## config.mk

```make
export PLATFORM = sky130hd
export DESIGN_NAME = ocr_config_regs
export DESIGN_NICKNAME = d
export VERILOG_FILES = /design/src/rtl/ocr_pkg.sv /design/src/rtl/ocr_config_regs.sv
export VERILOG_INCLUDE_DIRS = /design/src /design/src/rtl
export SDC_FILE = /design/constraint.sdc
export NUM_CORES = 1
export LEC_CHECK = 0
export ABC_AREA = 1
export BUFFER_PORTS_ARGS = -buffer_cell sky130_fd_sc_hd__buf_2
export CAP_MARGIN = 5
export CORE_UTILIZATION = 30
export DETAILED_ROUTE_END_ITERATION = 10
export SYNTH_ARGS = -nofsm -noshare
export SYNTH_HDL_FRONTEND = slang
export SYNTH_SLANG_ARGS = --single-unit
```

## constraint.sdc

```tcl
create_clock -name hclk -period 6.1 [get_ports hclk]
set_input_delay 0.61 -clock hclk [delete_from_list [all_inputs] [get_ports hclk]]
set_output_delay 0.61 -clock hclk [all_outputs]
set_load 0.05 [all_outputs]
```

## src/rtl/ocr_map.svh

```systemverilog
// Address indices, field positions, reset values and timing for the OTP setup registers
// Assumes one 200 MHz clock; byte address is four times the index
`ifndef OCR_MAP_SVH
`define OCR_MAP_SVH
`define OCR_CONV_IDX 16'h7813
`define OCR_REGP_IDX 16'h7814
`define OCR_STAT_IDX 16'h7820
`define OCR_REG_RESET 16'h0000
`define OCR_CONV_MASK 16'h003F
`define OCR_B1CAP 5:4
`define OCR_B2FREQ 3:2
`define OCR_B1FREQ 1:0
`define OCR_L2SLOT 15:13
`define OCR_L2VOLT 12:8
`define OCR_L1SLOT 7:5
`define OCR_L1VOLT 4:0
`define OCR_SLOT_OFF 3'h0
`define OCR_SLOT_FIRST 3'h1
`define OCR_SLOT_LAST 3'h5
`define OCR_SLOT_HW1 3'h6
`define OCR_SLOT_HW2 3'h7
`define OCR_SLOT_NS 1000
`define OCR_CLK_NS 5
`define OCR_MV_BASE_LO 12'h384
`define OCR_MV_STEP_LO 12'h032
`define OCR_MV_BASE_HI 12'h6A4
`define OCR_MV_STEP_HI 12'h064
`define OCR_CODE_LO_MAX 5'h0E
`define OCR_CODE_HI_MIN 5'h0F
`endif

```

## src/rtl/ocr_pkg.sv

```systemverilog
// Types shared by the OTP setup register bank
// Assumes ocr_map.svh for all numeric constants
package ocr_pkg;
  typedef logic [2:0] ocr_slot_t;
  typedef logic [4:0] ocr_volt_t;
  typedef logic [11:0] ocr_mv_t;
  typedef enum logic [1:0] {SEQ_IDLE, SEQ_RUN, SEQ_DONE} ocr_seq_t;
endpackage
```

## src/rtl/ocr_config_regs.sv

```systemverilog
// OTP setup registers for two converters and two linear regulators, AHB-Lite slave
// Assumes the config loader and seq_start share hclk; hardware enables are async pins
//
// The AHB-Lite interface to the registers was decided locally.
`timescale 1ns/1ps
`default_nettype none
`include "ocr_map.svh"
module ocr_config_regs #(
  parameter int SLOT_CYCLES = (`OCR_SLOT_NS + `OCR_CLK_NS - 1) / `OCR_CLK_NS
) (
  input wire logic hclk,
  input wire logic hresetn,
  input wire logic hsel,
  input wire logic [31:0] haddr,
  input wire logic [1:0] htrans,
  input wire logic hwrite,
  input wire logic [2:0] hsize,
  input wire logic [31:0] hwdata,
  input wire logic hready,
  output logic hreadyout,
  output logic [31:0] hrdata,
  output logic hresp,
  input wire logic load_valid,
  input wire logic config_load_source,
  input wire logic [15:0] load_index,
  input wire logic [15:0] load_data,
  input wire logic seq_start,
  input wire logic hw_enable1,
  input wire logic hw_enable2,
  output logic [1:0] buck1_cap_range,
  output logic [1:0] buck1_switch_rate,
  output logic [1:0] buck2_switch_rate,
  output logic [1:0] linreg_enable,
  output ocr_pkg::ocr_mv_t linreg1_mv,
  output ocr_pkg::ocr_mv_t linreg2_mv
);
  import ocr_pkg::*;

  // Register bank state, read by the bus decode
  logic [15:0] conv_ff, nxt_conv;
  logic [15:0] regp_ff, nxt_regp;
  logic src_ff, nxt_src;
  logic [15:0] status;
  logic sw_wr;

  // Bus state
  logic wr_pend_ff, nxt_wr_pend;
  logic rd_pend_ff, nxt_rd_pend;
  logic [15:0] idx_ff, nxt_idx;
  logic addr_ok_ff, nxt_addr_ok;
  logic [31:0] hrdata_ff, nxt_hrdata;
  logic take;

  always_comb begin
    take = hsel && hready && htrans[1];
    nxt_wr_pend = take && hwrite;
    nxt_rd_pend = take && !hwrite;
    nxt_idx = take ? haddr[17:2] : idx_ff;
    nxt_addr_ok = take ? (haddr[31:18] == 14'h0000 && haddr[1:0] == 2'h0) : addr_ok_ff;
    nxt_hrdata = hrdata_ff;
    if (rd_pend_ff) begin
      nxt_hrdata = 32'h0000_0000;
      if (addr_ok_ff && idx_ff == `OCR_CONV_IDX) begin
        nxt_hrdata[15:0] = conv_ff;
      end else if (addr_ok_ff && idx_ff == `OCR_REGP_IDX) begin
        nxt_hrdata[15:0] = regp_ff;
      end else if (addr_ok_ff && idx_ff == `OCR_STAT_IDX) begin
        nxt_hrdata[15:0] = status;
      end
    end
  end

  always_ff @(posedge hclk or negedge hresetn) begin
    if (!hresetn) begin
      wr_pend_ff <= 1'b0;
      rd_pend_ff <= 1'b0;
      idx_ff <= 16'h0000;
      addr_ok_ff <= 1'b0;
      hrdata_ff <= 32'h0000_0000;
    end else begin
      wr_pend_ff <= nxt_wr_pend;
      rd_pend_ff <= nxt_rd_pend;
      idx_ff <= nxt_idx;
      addr_ok_ff <= nxt_addr_ok;
      hrdata_ff <= nxt_hrdata;
    end
  end

  // One wait state on reads so read data comes from a flop
  assign hreadyout = !rd_pend_ff;
  assign hrdata = hrdata_ff;
  assign hresp = 1'b0;

  // Register bank
  always_comb begin
    sw_wr = wr_pend_ff && addr_ok_ff;
    nxt_conv = conv_ff;
    nxt_regp = regp_ff;
    nxt_src = src_ff;
    if (sw_wr && idx_ff == `OCR_REGP_IDX) begin
      nxt_regp = hwdata[15:0];
    end
    if (load_valid) begin
      nxt_src = config_load_source;
      if (load_index == `OCR_CONV_IDX) begin
        nxt_conv = load_data & `OCR_CONV_MASK;
      end
      if (load_index == `OCR_REGP_IDX) begin
        nxt_regp = load_data;
      end
    end
  end

  always_ff @(posedge hclk or negedge hresetn) begin
    if (!hresetn) begin
      conv_ff <= `OCR_REG_RESET;
      regp_ff <= `OCR_REG_RESET;
      src_ff <= 1'b0;
    end else begin
      conv_ff <= nxt_conv;
      regp_ff <= nxt_regp;
      src_ff <= nxt_src;
    end
  end

  assign buck1_cap_range = conv_ff[`OCR_B1CAP];
  assign buck2_switch_rate = conv_ff[`OCR_B2FREQ];
  assign buck1_switch_rate = conv_ff[`OCR_B1FREQ];

  // Hardware enable synchronisers
  logic [1:0] hw1_sync_ff, nxt_hw1_sync;
  logic [1:0] hw2_sync_ff, nxt_hw2_sync;

  always_comb begin
    nxt_hw1_sync = {hw1_sync_ff[0], hw_enable1};
    nxt_hw2_sync = {hw2_sync_ff[0], hw_enable2};
  end

  always_ff @(posedge hclk or negedge hresetn) begin
    if (!hresetn) begin
      hw1_sync_ff <= 2'h0;
      hw2_sync_ff <= 2'h0;
    end else begin
      hw1_sync_ff <= nxt_hw1_sync;
      hw2_sync_ff <= nxt_hw2_sync;
    end
  end

  // Startup timeslot sequencer
  ocr_seq_t seq_ff, nxt_seq;
  ocr_slot_t slot_ff, nxt_slot;
  logic [15:0] cnt_ff, nxt_cnt;

  always_comb begin
    nxt_seq = seq_ff;
    nxt_slot = slot_ff;
    nxt_cnt = cnt_ff;
    unique case (seq_ff)
      SEQ_IDLE: begin
        if (seq_start) begin
          nxt_seq = SEQ_RUN;
          nxt_slot = `OCR_SLOT_FIRST;
          nxt_cnt = 16'h0000;
        end
      end
      SEQ_RUN: begin
        if (cnt_ff == 16'(SLOT_CYCLES - 1)) begin
          nxt_cnt = 16'h0000;
          if (slot_ff == `OCR_SLOT_LAST) begin
            nxt_seq = SEQ_DONE;
          end else begin
            nxt_slot = slot_ff + `OCR_SLOT_FIRST;
          end
        end else begin
          nxt_cnt = cnt_ff + 16'h0001;
        end
      end
      SEQ_DONE: begin
        nxt_seq = SEQ_DONE;
      end
    endcase
  end

  always_ff @(posedge hclk or negedge hresetn) begin
    if (!hresetn) begin
      seq_ff <= SEQ_IDLE;
      slot_ff <= `OCR_SLOT_OFF;
      cnt_ff <= 16'h0000;
    end else begin
      seq_ff <= nxt_seq;
      slot_ff <= nxt_slot;
      cnt_ff <= nxt_cnt;
    end
  end

  // Per-regulator enable and voltage decode
  ocr_slot_t code_slot [2];
  ocr_volt_t code_volt [2];
  logic [1:0] en_ff, nxt_en;
  ocr_mv_t mv_ff [2];
  ocr_mv_t nxt_mv [2];

  assign code_slot[0] = regp_ff[`OCR_L1SLOT];
  assign code_slot[1] = regp_ff[`OCR_L2SLOT];
  assign code_volt[0] = regp_ff[`OCR_L1VOLT];
  assign code_volt[1] = regp_ff[`OCR_L2VOLT];

  for (genvar g = 0; g < 2; g++) begin : g_reg
    always_comb begin
      unique case (code_slot[g])
        `OCR_SLOT_OFF: nxt_en[g] = 1'b0;
        `OCR_SLOT_HW1: nxt_en[g] = hw1_sync_ff[1];
        `OCR_SLOT_HW2: nxt_en[g] = hw2_sync_ff[1];
        default: nxt_en[g] = seq_ff != SEQ_IDLE && slot_ff >= code_slot[g];
      endcase
      if (code_volt[g] <= `OCR_CODE_LO_MAX) begin
        nxt_mv[g] = `OCR_MV_BASE_LO + 12'(code_volt[g]) * `OCR_MV_STEP_LO;
      end else begin
        nxt_mv[g] = `OCR_MV_BASE_HI + 12'(code_volt[g] - `OCR_CODE_HI_MIN) * `OCR_MV_STEP_HI;
      end
    end

    always_ff @(posedge hclk or negedge hresetn) begin
      if (!hresetn) begin
        en_ff[g] <= 1'b0;
        mv_ff[g] <= `OCR_MV_BASE_LO;
      end else begin
        en_ff[g] <= nxt_en[g];
        mv_ff[g] <= nxt_mv[g];
      end
    end

  end

  assign linreg_enable = en_ff;
  assign linreg1_mv = mv_ff[0];
  assign linreg2_mv = mv_ff[1];
  assign status = {9'h000, src_ff, seq_ff == SEQ_DONE, slot_ff, en_ff};
endmodule
`default_nettype wire

```

# [Word-level counts from Yosys, hierarchy flattened]
# Cells that the tools add are included.
[op_classes] add_sub_neg=8 mul=4 magnitude_cmp=4 eq_ne=17 n_mux=21 n_reduce_logical=25
[ops] operator="16-bit two-way mux" n=7
[ops] operator="16-bit by 15-bit == test with 1-bit output (second input constant)" n=5
[ops] operator="16-bit case mux with 2 select lines" n=1
[ops] operator="10-bit by 11-bit adder with 12-bit output (first input constant)" n=2
[ops] operator="11-bit by 12-bit adder with 12-bit output (first input constant)" n=2
[ops] operator="12-bit by 5-bit multiplier with 10-bit output (second input constant)" n=2
[ops] operator="12-bit two-way mux" n=2
[ops] operator="5-bit by 5-bit multiplier with 10-bit output (second input constant)" n=2
[ops] operator="16-bit by 1-bit adder with 16-bit output (second input constant)" n=1
[ops] operator="16-bit by 8-bit == test with 1-bit output (second input constant)" n=1
[ops] operator="3-bit == test (second input constant)" n=5
[ops] operator="14-bit zero test" n=1
[ops] operator="1-bit logical AND" n=12
[ops] operator="5-bit by 4-bit subtractor with 6-bit output (second input constant)" n=2
[ops] operator="5-bit by 4-bit <= comparator with 1-bit output (second input constant)" n=2
[ops] operator="3-bit two-way mux" n=3
[ops] operator="2-bit inequality test (second input constant)" n=4
[ops] operator="7-bit two-way mux" n=1
[ops] operator="3-bit >= comparator" n=2
[ops] operator="3-bit zero test" n=2
[ops] operator="2-bit two-way mux" n=3
[ops] operator="1-bit case mux with 3 select lines" n=2
[ops] operator="2-bit case mux with 3 select lines" n=1
[ops] operator="3-bit case mux with 2 select lines" n=1
[ops] operator="other kinds (9)" n=13
[totals] reg_bits=109 inputBits=111 output_inout_bits=66 elab_cells=96

# [Logic depth before layout (Yosys ltp)]
# Gate-level depths: netlist (run 1).
[depth] word_depth=5 ltp_mapped=23 mapped_depth_nobuf=23

# [Worst setup path before layout (run 1)]
# No wires, ideal clock.
[synth_timing] kind="flip-flop to flip-flop" startpoint="register regp_ff[10]" endpoint="register mv_ff, in the netlist linreg2_mv[11]" setup_ns=0.118 arrival_time_ns=3.315 required_ns=5.982 setup_slack_ns=2.667 stages_incl_launch_ff=19 n_path_buf=1 period_less_slack_ns=3.433 path_cell_list="dfrtp_1 > ha_1 > buf_2 > nand2_1 > o21ai_2 > inv_1 > fa_1 > inv_1 > fa_1 > inv_1 > ha_1 > a21oi_1 > nand2_1 > nor2b_1 > nand2_1 > nand2_1 > nand3_1 > nand3_1 > nand2_1"
[synth_lines] element="from (decl)" line="ocr_config_regs.sv:41" source="logic [15:0] regp_ff, nxt_regp;"
[synth_lines] element="from (signal assigned)" line="ocr_config_regs.sv:117" source="regp_ff <= `OCR_REG_RESET;"
[synth_lines] element="from (signal assigned)" line="ocr_config_regs.sv:121" source="regp_ff <= nxt_regp;"
[synth_lines] element="to (signal, indexed assignment)" line="ocr_config_regs.sv:226" source="mv_ff[g] <= `OCR_MV_BASE_LO;"
[synth_lines] element="to (signal, indexed assignment)" line="ocr_config_regs.sv:229" source="mv_ff[g] <= nxt_mv[g];"
[synth_lines] element="to (decl)" line="ocr_config_regs.sv:200" source="ocr_mv_t mv_ff [2];"

==> impl_results.md, run 1 <==
- Syn Std Cell Area: 7881 um2
- Max frequency: 257.0 MHz
- Power per cell area: 161.9 nW/um2
- Register bit total from synthesis: 107
- Worst-path maximum fanout: 8
- Final hold vios: 0
- First-pass GRT wire length: 32850 um
- Max Cap Viol: 0
- DRT Wirelength: 20080 um
- CTS tree: done
- Total congestion overflow: 0
- Status: finished clean
- Area grow syn2layout: 15.57%
- Post-synth cell types: 55
- Hpwl dp: 15840 um
- Min Tclk post-route: 3.891 ns
- Top_reg_cell synth: dfrtp_1
- Peak supply drop: 0.0001203 V
- CTS Root Cell: clkbuf_16
- Setup Skew: 0.01556 ns
- Full die area: 26920 um2
- Share of the synthesized area in the top cell type: 0.3143
- Worst setup EP type: register
- Crit-path slowest cell: fa_1
- Worst-Skew Late Latency: 0.37 ns
- CTS resizes: 0
- Core Area: 25470 um2
- Final Max Tran Viols: 0
- Data arrival time of the worst path: 4.16 ns
- Layout cell share with drive strength beyond 1: 0.1652
- Clock-pin slew on the worst setup and hold paths: 0.09 ns
- Vias per cell: 4.581
- DR vias: 6890
- Clock tree buffer depth: 2
- # rows: 58
- P_int: 1065 uW
- Most common cell in the synthesized netlist: nand2_1
- Tcrit/Tclk final: 0.6378
- H-tree depth: 3
- Leak: 0.005068 uW
- Post-layout util: 0.3576
- Combinational share of power: 0.081
- Most frequent cells after synthesis: nand2_1, inv_1, dfrtp_1
- Cell count after synthesis: 1042
- Antenna violation net count after detailed routing: 0
- RSZ-0062 raised after global routing: no
- TritonRoute pass-1 iters: 8
- Largest net degree at the start of global routing: 80
- Net Sw Frac: 0.2776
- IO Count: 177
- Most used cell, CP: nand2_1
- Routed len/inst: 13.35 um
- CP Class: reg -> reg
- Final cell count without fillers: 1504
- Setup tns final: 0 ns
- Worst slew pin tran: 1.043 ns
- Syn Area/Cell: 7.564 um2
- Largest cells by area after synthesis: dfrtp_1, nand2_1, ha_1, inv_1, nand3_1
- Worst path max stage delay: 0.56 ns
- GP Congestion: 0.8369
- 1st-iter DRT viols: 244
- # diodes: 0
- Clock sinks: 107
- Synth area leader: dfrtp_1
- Starting Density: 0.3094
- Die span in y: 164.1 um
- Dpl ws: 2.171 ns
- Worst-path cell chain: ha_1 > nand2_1 > o21ai_2 > inv_1 > fa_1 > inv_1 > fa_1 > inv_1 > ha_1 > a21oi_1 > nand2_1 > nor2b_1 > nand2_1 > nand2_1 > nand3_1 > nand3_1 > nand2_1
- Post-CTS Setup Bufs: 0
- Post-Place Cells: 1488
- Seq/Total Area, Yosys: 0.3410
- Port bufs: 137
- Fin worst setup slack: 2.209 ns
- Antenna violations before repair: 0
- R2R setup slack: 2.21 ns
- Async SR Flop Fraction: 1.000
- GRT Util Overall: 0.1554
- Slew headroom: 0.3016
- Vias in the first global route: 6592
- Ys Warns: 0
- Num CTS Buffers: 9
- Fillers: 2664
- Hold crit path type: in -> async
- Fin nets: 1367
- EDFF count, synth: 0
- Setup violators final: 0
- DIE WIDTH: 164.1 um
- Final Power: 1475 uW
- Clock network fraction of total power: 0.416
- Post-CTS Hold Buffers: 0
- CP required: 6.37 ns
- Register share of total power: 0.503
- Switching Power: 409.5 uW
- Residual DRC: 0
- CP startpoint kind: register
-- power groups by stage --
stage / Combinational, uW / Sequential, uW / Clock [uW]
floorplan: 75.2 / 752 / 0
global placement: 119 / 755 / 0
detailed placement: 121 / 755 / 0
CTS: 121 / 741 / 636
global route: 133 / 744 / 660
finish: 119 / 741 / 614
-- routing by layer --
layer | share of wire | GRT usage | up-vias | wire [um]
li1 | - | - | 3578 | -
met1 | 0.48 | 0.2091 | 3169 | 9721
met2 | 0.46 | 0.2514 | 120 | 9248
met3 | 0.038 | 0.02879 | 23 | 762
met4 | 0.017 | 0.04714 | 0 | 344
met5 | 0 | 0 | - | 0
-- worst paths after layout --
check | start | endpoint | cells past startpoint
setup / recovery | regp_ff[10] | linreg2_mv[11] | 17
hold / removal | hresetn | wr_pend_ff | 1
setup reg to reg | regp_ff[10] | linreg2_mv[11] | 17
hold reg to reg | hw1_sync_ff[0] | hw1_sync_ff[1] | 0
max in group asynchronous | hresetn | regp_ff[11] | 2
min in group hclk | hw_enable2 | hw2_sync_ff[0] | 1
-- cell usage in the layout (no fill, tap or decap), types with 6 or more instances in the layout --
cell,count
nand4_1,26
ha_1,75
nand2_1,323
nand3_1,83
buf_2,136
nor2_1,75
xnor2_1,10
o21ai_0,26
clkbuf_16,9
fa_1,12
conb_1,19
xor2_1,19
dfstp_2,8
a21oi_1,16
dfrtp_1,99
nand3b_1,6
o31ai_1,10
inv_1,121
o21ai_1,17
nor3_1,13
-- cell families after synthesis --
kind of cell	after synthesis	synth area share
AND/OR/NAND/NOR	560	0.3148
multiplexers	2	0.002699
buffers and inverters	167	0.09287
other	1	0.0004758
AO/OA/AOI/OAI	89	0.06636
flip-flops	107	0.3410
XOR/XNOR	29	0.03223
adder cells (fa/ha/maj)	87	0.1495
-- metrics by stage --
stage	area [um2]	hold WS, ns
after floorplan	7949	0.3144
after global placement	8802	0.3375
after detailed placement	8802	0.3371
after CTS	9109	0.1696
after global routing	9109	0.1895
final	9109	0.1631
-- area by class of cell --
cell class | count | area, um2 | area share
Clock inverter | 7 | 81.33 | 0.008929
Multi-Input combinational cell | 786 | 4529 | 0.4973
Sequential cell | 107 | 2688 | 0.2951
Clock buffer | 9 | 225.2 | 0.02473
Inverter | 127 | 476.7 | 0.05234
Timing Repair Buffer | 138 | 695.7 | 0.07637
Tap cell | 330 | 412.9 | 0.04533
-- state kept, by name (all words and copies together) (netlist names), 3 cells and up --
name and flops:
cnt_ff 16, hrdata 16, idx_ff 16, regp_ff 16
linreg1_mv 11, linreg2_mv 11, conv_ff 6, slot_ff 3
-- critical path: cells and delay by family (launching register included) --
kind	cells	cell delay [ns]
AND/OR/NAND/NOR	8	0.66
buffers and inverters	3	0.31
flip-flops	1	0.50
AO/OA/AOI/OAI	2	0.50
adder cells (fa/ha/maj)	4	1.82
No activity file was read; power rests on OpenSTA's default activity.
==> run 2, diff against run 1 <==
--- a/config.mk
+++ b/config.mk
@@ -6,7 +6,7 @@
 export SDC_FILE = /design/constraint.sdc
 export NUM_CORES = 1
 export LEC_CHECK = 0
-export ABC_AREA = 1
+export ABC_AREA = 0
 export BUFFER_PORTS_ARGS = -buffer_cell sky130_fd_sc_hd__buf_2
 export CAP_MARGIN = 5
 export CORE_UTILIZATION = 30
==> constraint.sdc (replaced) <==
create_clock -name hclk -period 3.89 [get_ports hclk]
set_input_delay 0.389 -clock hclk [delete_from_list [all_inputs] [get_ports hclk]]
set_output_delay 0.389 -clock hclk [all_outputs]
set_load 0.05 [all_outputs]
==> run 2 against run 1 <==
Combinational power grew to 13 times the previous value. Cell count down 18%. Worst setup slack worse by 2.0 ns. Die area is 6.9% lower. Power grew to 2.6 times the previous value. Via count is 18% lower.
==> impl_results.md, run 2 <==
- 1st-iter DRT viols: 274 (+12%)
- Grt met1 use: 0.1848 (-0.02432)
- Layout cell share with drive strength beyond 1: 0.2530 (+0.08778)
- Post-CTS Hold Buffers: 0 (unchanged)
- Cell count after synthesis: 753 (-28%)
- DR vias: 5624 (-18%)
- Hold WS: 0.1325 ns (-0.03060 ns)
- Seq/Total Area, Yosys: 0.3667 (+0.02573)
- Setup Skew: 0.01605 ns (+0.0004886 ns)
- Share of the synthesized area in the top cell type: 0.3381 (+0.02372)
- CP required: 4.18 ns (-2.19 ns)
- Register bit total from synthesis: 107 (unchanged)
- Full die area: 25060 um2 (-6.9%)
- Residual DRC: 0 (unchanged)
- Total congestion overflow: 0 (unchanged)
- Final Max Tran Viols: 0 (unchanged)
- Vias per cell: 4.580 (about the same)
- CTS tree: done
- CTS Root Cell: clkbuf_16
- Final hold vios: 0 (unchanged)
- Power per cell area: 442.9 nW/um2 (+170%)
- M3 GR Usage: 0.03212 (+0.003330)
- Clock sinks: 107 (unchanged)
- Largest cells by area after synthesis: dfrtp_1, ha_1, xnor2_1, nor2_1, mux2_2
- Syn Std Cell Area: 7328 um2 (-7.0%)
- Top_reg_cell synth: dfrtp_1
- Port bufs: 137 (unchanged)
- Largest net degree at the start of global routing: 73 (-8.8%)
- Worst setup EP type: register
- H-tree depth: 3 (unchanged)
- Dpl ws: 0.2245 ns (-1.947 ns)
- # rows: 56 (-3.4%)
- Peak supply drop: 0.0002345 V (+95%)
- Most frequent cells after synthesis: dfrtp_1, nor2_1, ha_1
- Area grow syn2layout: 19.91%
- Max Cap Viol: 0 (unchanged)
- Antenna violations before repair: 0 (unchanged)
- Num CTS Buffers: 9 (unchanged)
- Slew headroom: 0.3540 (+0.05244)
- Syn Area/Cell: 9.732 um2 (+29%)
- CP startpoint kind: register
- Global route hottest layer: met2
- Die span in y: 158.3 um (-3.5%)
- Antenna violation net count after detailed routing: 0 (unchanged)
- DRT Wirelength: 17130 um (-15%)
- DIE WIDTH: 158.3 um (-3.5%)
- Tcrit/Tclk final: 0.9373 (+0.2995)
- Fin worst setup slack: 0.2437 ns (-1.965 ns)
- Data arrival time of the worst path: 3.93 ns (-0.23 ns)
- Min Tclk post-route: 3.646 ns (-0.2446 ns)
- Final cell count without fillers: 1228 (-18%)
- Hold crit path type: in -> reg
- Setup tns final: 0 ns (unchanged)
- Clock-pin slew on the worst setup and hold paths: 0.08 ns (about the same)
- EDFF count, synth: 0 (unchanged)
- First-pass GRT wire length: 27730 um (-16%)
- Vias in the first global route: 5436 (-18%)
- Worst-Skew Late Latency: 0.36 ns (about the same)
- Worst-path maximum fanout: 5 (-3)
- CP Class: reg -> reg
- GRT Util Overall: 0.1436 (-0.01189)
- Max frequency: 274.3 MHz (+6.7%)
- Leak: 0.004310 uW (-15%)
- GR Util met2: 0.2396 (-0.01188)
- Ys Warns: 0 (unchanged)
- Post-synth cell types: 67 (+22%)
- Async SR Flop Fraction: 1.000 (unchanged)
- # diodes: 0 (unchanged)
- TritonRoute pass-1 iters: 4 (-4)
- Synth area leader: dfrtp_1
- Clock tree buffer depth: 2 (unchanged)
- Worst slew pin tran: 0.9689 ns (-0.07380 ns)
- Hpwl dp: 13370 um (-16%)
- Status: finished clean
- Setup violators final: 0 (unchanged)
- Final Power: 3892 uW (+160%)
- Most common cell in the synthesized netlist: dfrtp_1
- Starting Density: 0.3094 (about the same)
- Post-Place Cells: 1211 (-19%)
- Commonest non-fill, non-tap cells in the layout: buf_2, dfrtp_1, nor2_1, ha_1, inv_1
- Routed len/inst: 13.95 um (+4.5%)
- Fin nets: 1102 (-19%)
- Commonest non-fill, non-tap cell in the layout: buf_2
- Core Area: 23680 um2 (-7.0%)
- IO Count: 177 (unchanged)
- GP Congestion: 0.8193 (-2.1%)
[run 2: path summary, 6_finish.rpt]
kind                             endpoint  cells past startpoint           start  slack [ns]
max                        linreg2_mv[11]                     15      regp_ff[8]        0.24
min                        hw1_sync_ff[0]                      1      hw_enable1        0.13
max reg2reg                linreg2_mv[11]                     15      regp_ff[8]        0.24
min reg2reg                hw2_sync_ff[1]                      0  hw2_sync_ff[0]        0.36
max in group asynchronous   linreg2_mv[2]                      2         hresetn        2.84
min in group asynchronous      regp_ff[7]                      1         hresetn        0.15
[run 2: area by class of cell]
class	instances	area (um2)
fill	2447	14900
multi-input combinational	561	4247
sequential	107	2689
timing repair buffer	162	875.8
tap	319	399.1
inverter	63	236.5
clock buffer	9	225.2
clock inverter	7	115.1
[run 2: per-stage QoR]
stage	cell area (um2)	utilization
after CTS	8757	0.3698
after global placement	8417	0.3554
after detailed placement	8417	0.3554
after floorplan	7396	-
final	8787	0.3710
after global routing	8787	0.3710
[run 2: what timing repair did]
| item | 4_1_cts | 5_1_grt |
|---|---|---|
| resized for setup | 0 | 4 |
| setup endpoints to repair | 0 | 1 |
| buffers inserted | 0 | 1 |
[run 2: critical path, cell delays in order, from the launching register on]
cell	delay, ns
dfrtp_1	0.43
ha_2	0.27
nand2_1	0.10
xnor2_1	0.24
ha_1	0.29
ha_1	0.28
inv_1	0.05
fa_1	0.50
inv_1	0.05
ha_1	0.35
nor2_1	0.07
a21oi_1	0.14
xor2_1	0.25
nor3_2	0.08
xnor3_1	0.33
a21oi_1	0.16
[run 2: layer usage]
metal  wire length [um]  vias up  share of wire
met1               8067     2651           0.47
met5                  0        -              0
met4                261        0          0.015
li1                   -     2857              -
met2               8147       99           0.48
met3                657       17          0.038
[run 2: cells by family after synthesis]
family / synth area share
fa+ha+maj: 0.1608
flops: 0.3667
simple gates: 0.1504
compound gates: 0.1055
other cells: 0.0005117
mux: 0.06403
xor+xnor: 0.08605
buf+inv: 0.06590
[run 2: where the power goes]
group | internal [uW] | switching (uW) | total [uW]
clock network | 533 | 496 | 1030
logic | 597 | 945 | 1540
registers | 1260 | 58.1 | 1320
==> run 3, diff against run 2 <==
==> constraint.sdc (replaced) <==
create_clock -name hclk -period 4.29 [get_ports hclk]
set_input_delay 0.429 -clock hclk [delete_from_list [all_inputs] [get_ports hclk]]
set_output_delay 0.429 -clock hclk [all_outputs]
set_load 0.05 [all_outputs]
==> run 3 against run 2 <==
Utilization is 0.35 points lower. Critical path depth down 3. Clock-buffer cell count is the same. Clock power decreased by 9.7%. Worst hold slack worse by 0.017 ns. Wire length is 1.4% higher. Combinational power down 11%. Clock skew shrank 0.0042 ns. Power shrank 10%. Register-to-register slack better by 0.30 ns.
==> impl_results.md, run 3 (synthesized netlist as in run 2, its figures left out) <==
- Antenna violation net count after detailed routing: 0 (unchanged)
- GP Congestion: 0.7940 (-3.1%)
- Hold crit path type: in -> async
- Peak supply drop: 0.0002298 V (-2.0%)
- Met1 wire length: 8320 um (+3.1%)
- Max frequency: 266.8 MHz (-2.7%)
- # rows: 56 (unchanged)
- TritonRoute pass-1 iters: 5 (+1)
- Hpwl dp: 13440 um (+0.55%)
- 1st-iter DRT viols: 191 (-30%)
- Commonest non-fill, non-tap cells in the layout: buf_2, dfrtp_1, nor2_1, ha_1, inv_1
- Final Power: 3505 uW (-10%)
- Num CTS Buffers: 9 (unchanged)
- Slew headroom: 0.2333 (-0.1208)
- RSZ-0062 raised after global routing: no
- Final hold vios: 0 (unchanged)
- Full die area: 25060 um2 (unchanged)
- CP Class: reg -> reg
- Port bufs: 137 (unchanged)
- Final Max Tran Viols: 0 (unchanged)
- Starting Density: 0.3094 (unchanged)
- Largest net degree at the start of global routing: 51 (-30%)
- Area grow syn2layout: 18.78%
- Power per cell area: 402.6 nW/um2 (-9.1%)
- Clock-pin slew on the worst setup and hold paths: 0.09 ns (about the same)
- Max Cap Viol: 0 (unchanged)
- Vias in the first global route: 5627 (+3.5%)
- H-tree depth: 3 (unchanged)
- Leak: 0.004269 uW (-0.96%)
- Setup violators final: 0 (unchanged)
- Die span in y: 158.3 um (unchanged)
- Total congestion overflow: 0 (unchanged)
- Status: finished clean
- Setup tns final: 0 ns (unchanged)
- Clock tree buffer depth: 2 (unchanged)
- Clock sinks: 107 (unchanged)
- Met2 WL post-DR: 8247 um (+1.2%)
- CP required: 4.57 ns (+0.39 ns)
- Routed wl met3: 624 um (-5.0%)
- CTS Root Cell: clkbuf_16
- Worst-Skew Late Latency: 0.36 ns (about the same)
- Vias per cell: 4.591 (+0.24%)
- Core Area: 23680 um2 (unchanged)
- Antenna violations before repair: 1 (+1)
- CTS resizes: 0 (unchanged)
- Post-CTS Hold Buffers: 0 (unchanged)
- Setup Skew: 0.01186 ns (-0.004186 ns)
- DRT Wirelength: 17370 um (+1.4%)
- CTS tree: done
- Commonest non-fill, non-tap cell in the layout: buf_2
- DR vias: 5601 (-0.41%)
- Routed len/inst: 14.24 um (+2.1%)
- Layout cell share with drive strength beyond 1: 0.2431 (-0.009962)
- IO Count: 177 (unchanged)
- First-pass GRT wire length: 28270 um (+1.9%)
- Residual DRC: 0 (unchanged)
- GRT Util Overall: 0.1453 (+0.001698)
- # diodes: 0 (unchanged)
- Hold WS: 0.1156 ns (-0.01695 ns)
- Worst-path maximum fanout: 9 (+4)
- Data arrival time of the worst path: 4.03 ns (+0.10 ns)
- Min Tclk post-route: 3.748 ns (+0.1015 ns)
- DIE WIDTH: 158.3 um (unchanged)
- CP startpoint kind: register
- Worst slew pin tran: 1.141 ns (+0.1724 ns)
- DR top layer: met4
- Fin nets: 1094 (-0.73%)
- Worst setup EP type: register
- Post-CTS Setup Bufs: 0 (unchanged)
- Tcrit/Tclk final: 0.8736 (-0.06374)
[run 3: per-stage QoR]
stage          instances  cell area (um2)  worst slack, ns    util
5_1_grt             1220             8705           0.2162  0.3676
4_1_cts             1220             8705           0.5177  0.3676
2_1_floorplan        771             7396           0.7446       -
6_report            1220             8705           0.5423  0.3676
3_5_place_dp        1204             8364           0.5450  0.3532
3_3_place_gp        1204             8364           0.5478  0.3532
[run 3: path summary, 6_finish.rpt]
check,cells after the start,slack [ns],end,startpoint
setup / recovery,12,0.54,linreg1_mv[10],regp_ff[2]
hold / removal,1,0.12,hrdata[10],hresetn
setup reg to reg,12,0.54,linreg1_mv[10],regp_ff[2]
hold reg to reg,0,0.35,hw2_sync_ff[1],hw2_sync_ff[0]
max in group asynchronous,2,3.23,linreg1_mv[2],hresetn
min in group hclk,1,0.17,hw1_sync_ff[0],hw_enable1
[run 3: cell type report]
type	count	area, um2
clock buffers	9	225.2
well taps	319	399.1
repair buffers	154	815.8
flip-flops and latches	107	2688
fillers	2480	14980
inverters	63	236.5
clock inverters	7	115.1
multi-input cells	561	4225
[run 3: critical path, stage by stage, from the launching register on]
cell and delay (ns):
dfrtp_1 0.52, ha_1 0.26, buf_4 0.17, a31oi_1 0.60, fa_1 0.51, inv_1 0.08, fa_1 0.42, inv_1 0.07
ha_1 0.25, xnor2_1 0.29, nand2_1 0.08, or3_1 0.32, o211ai_1 0.09
[run 3: layer usage]
layer  vias to the layer above  track usage
li1                       2842            -
met1                      2644       0.1895
met2                       101       0.2471
met3                        14      0.02368
met4                         0      0.03984
met5                         -            0
[run 3: power by group]
part	internal [uW]	switching [uW]
Sequential	1150	56.4
Clock	482	449
Combinational	518	854
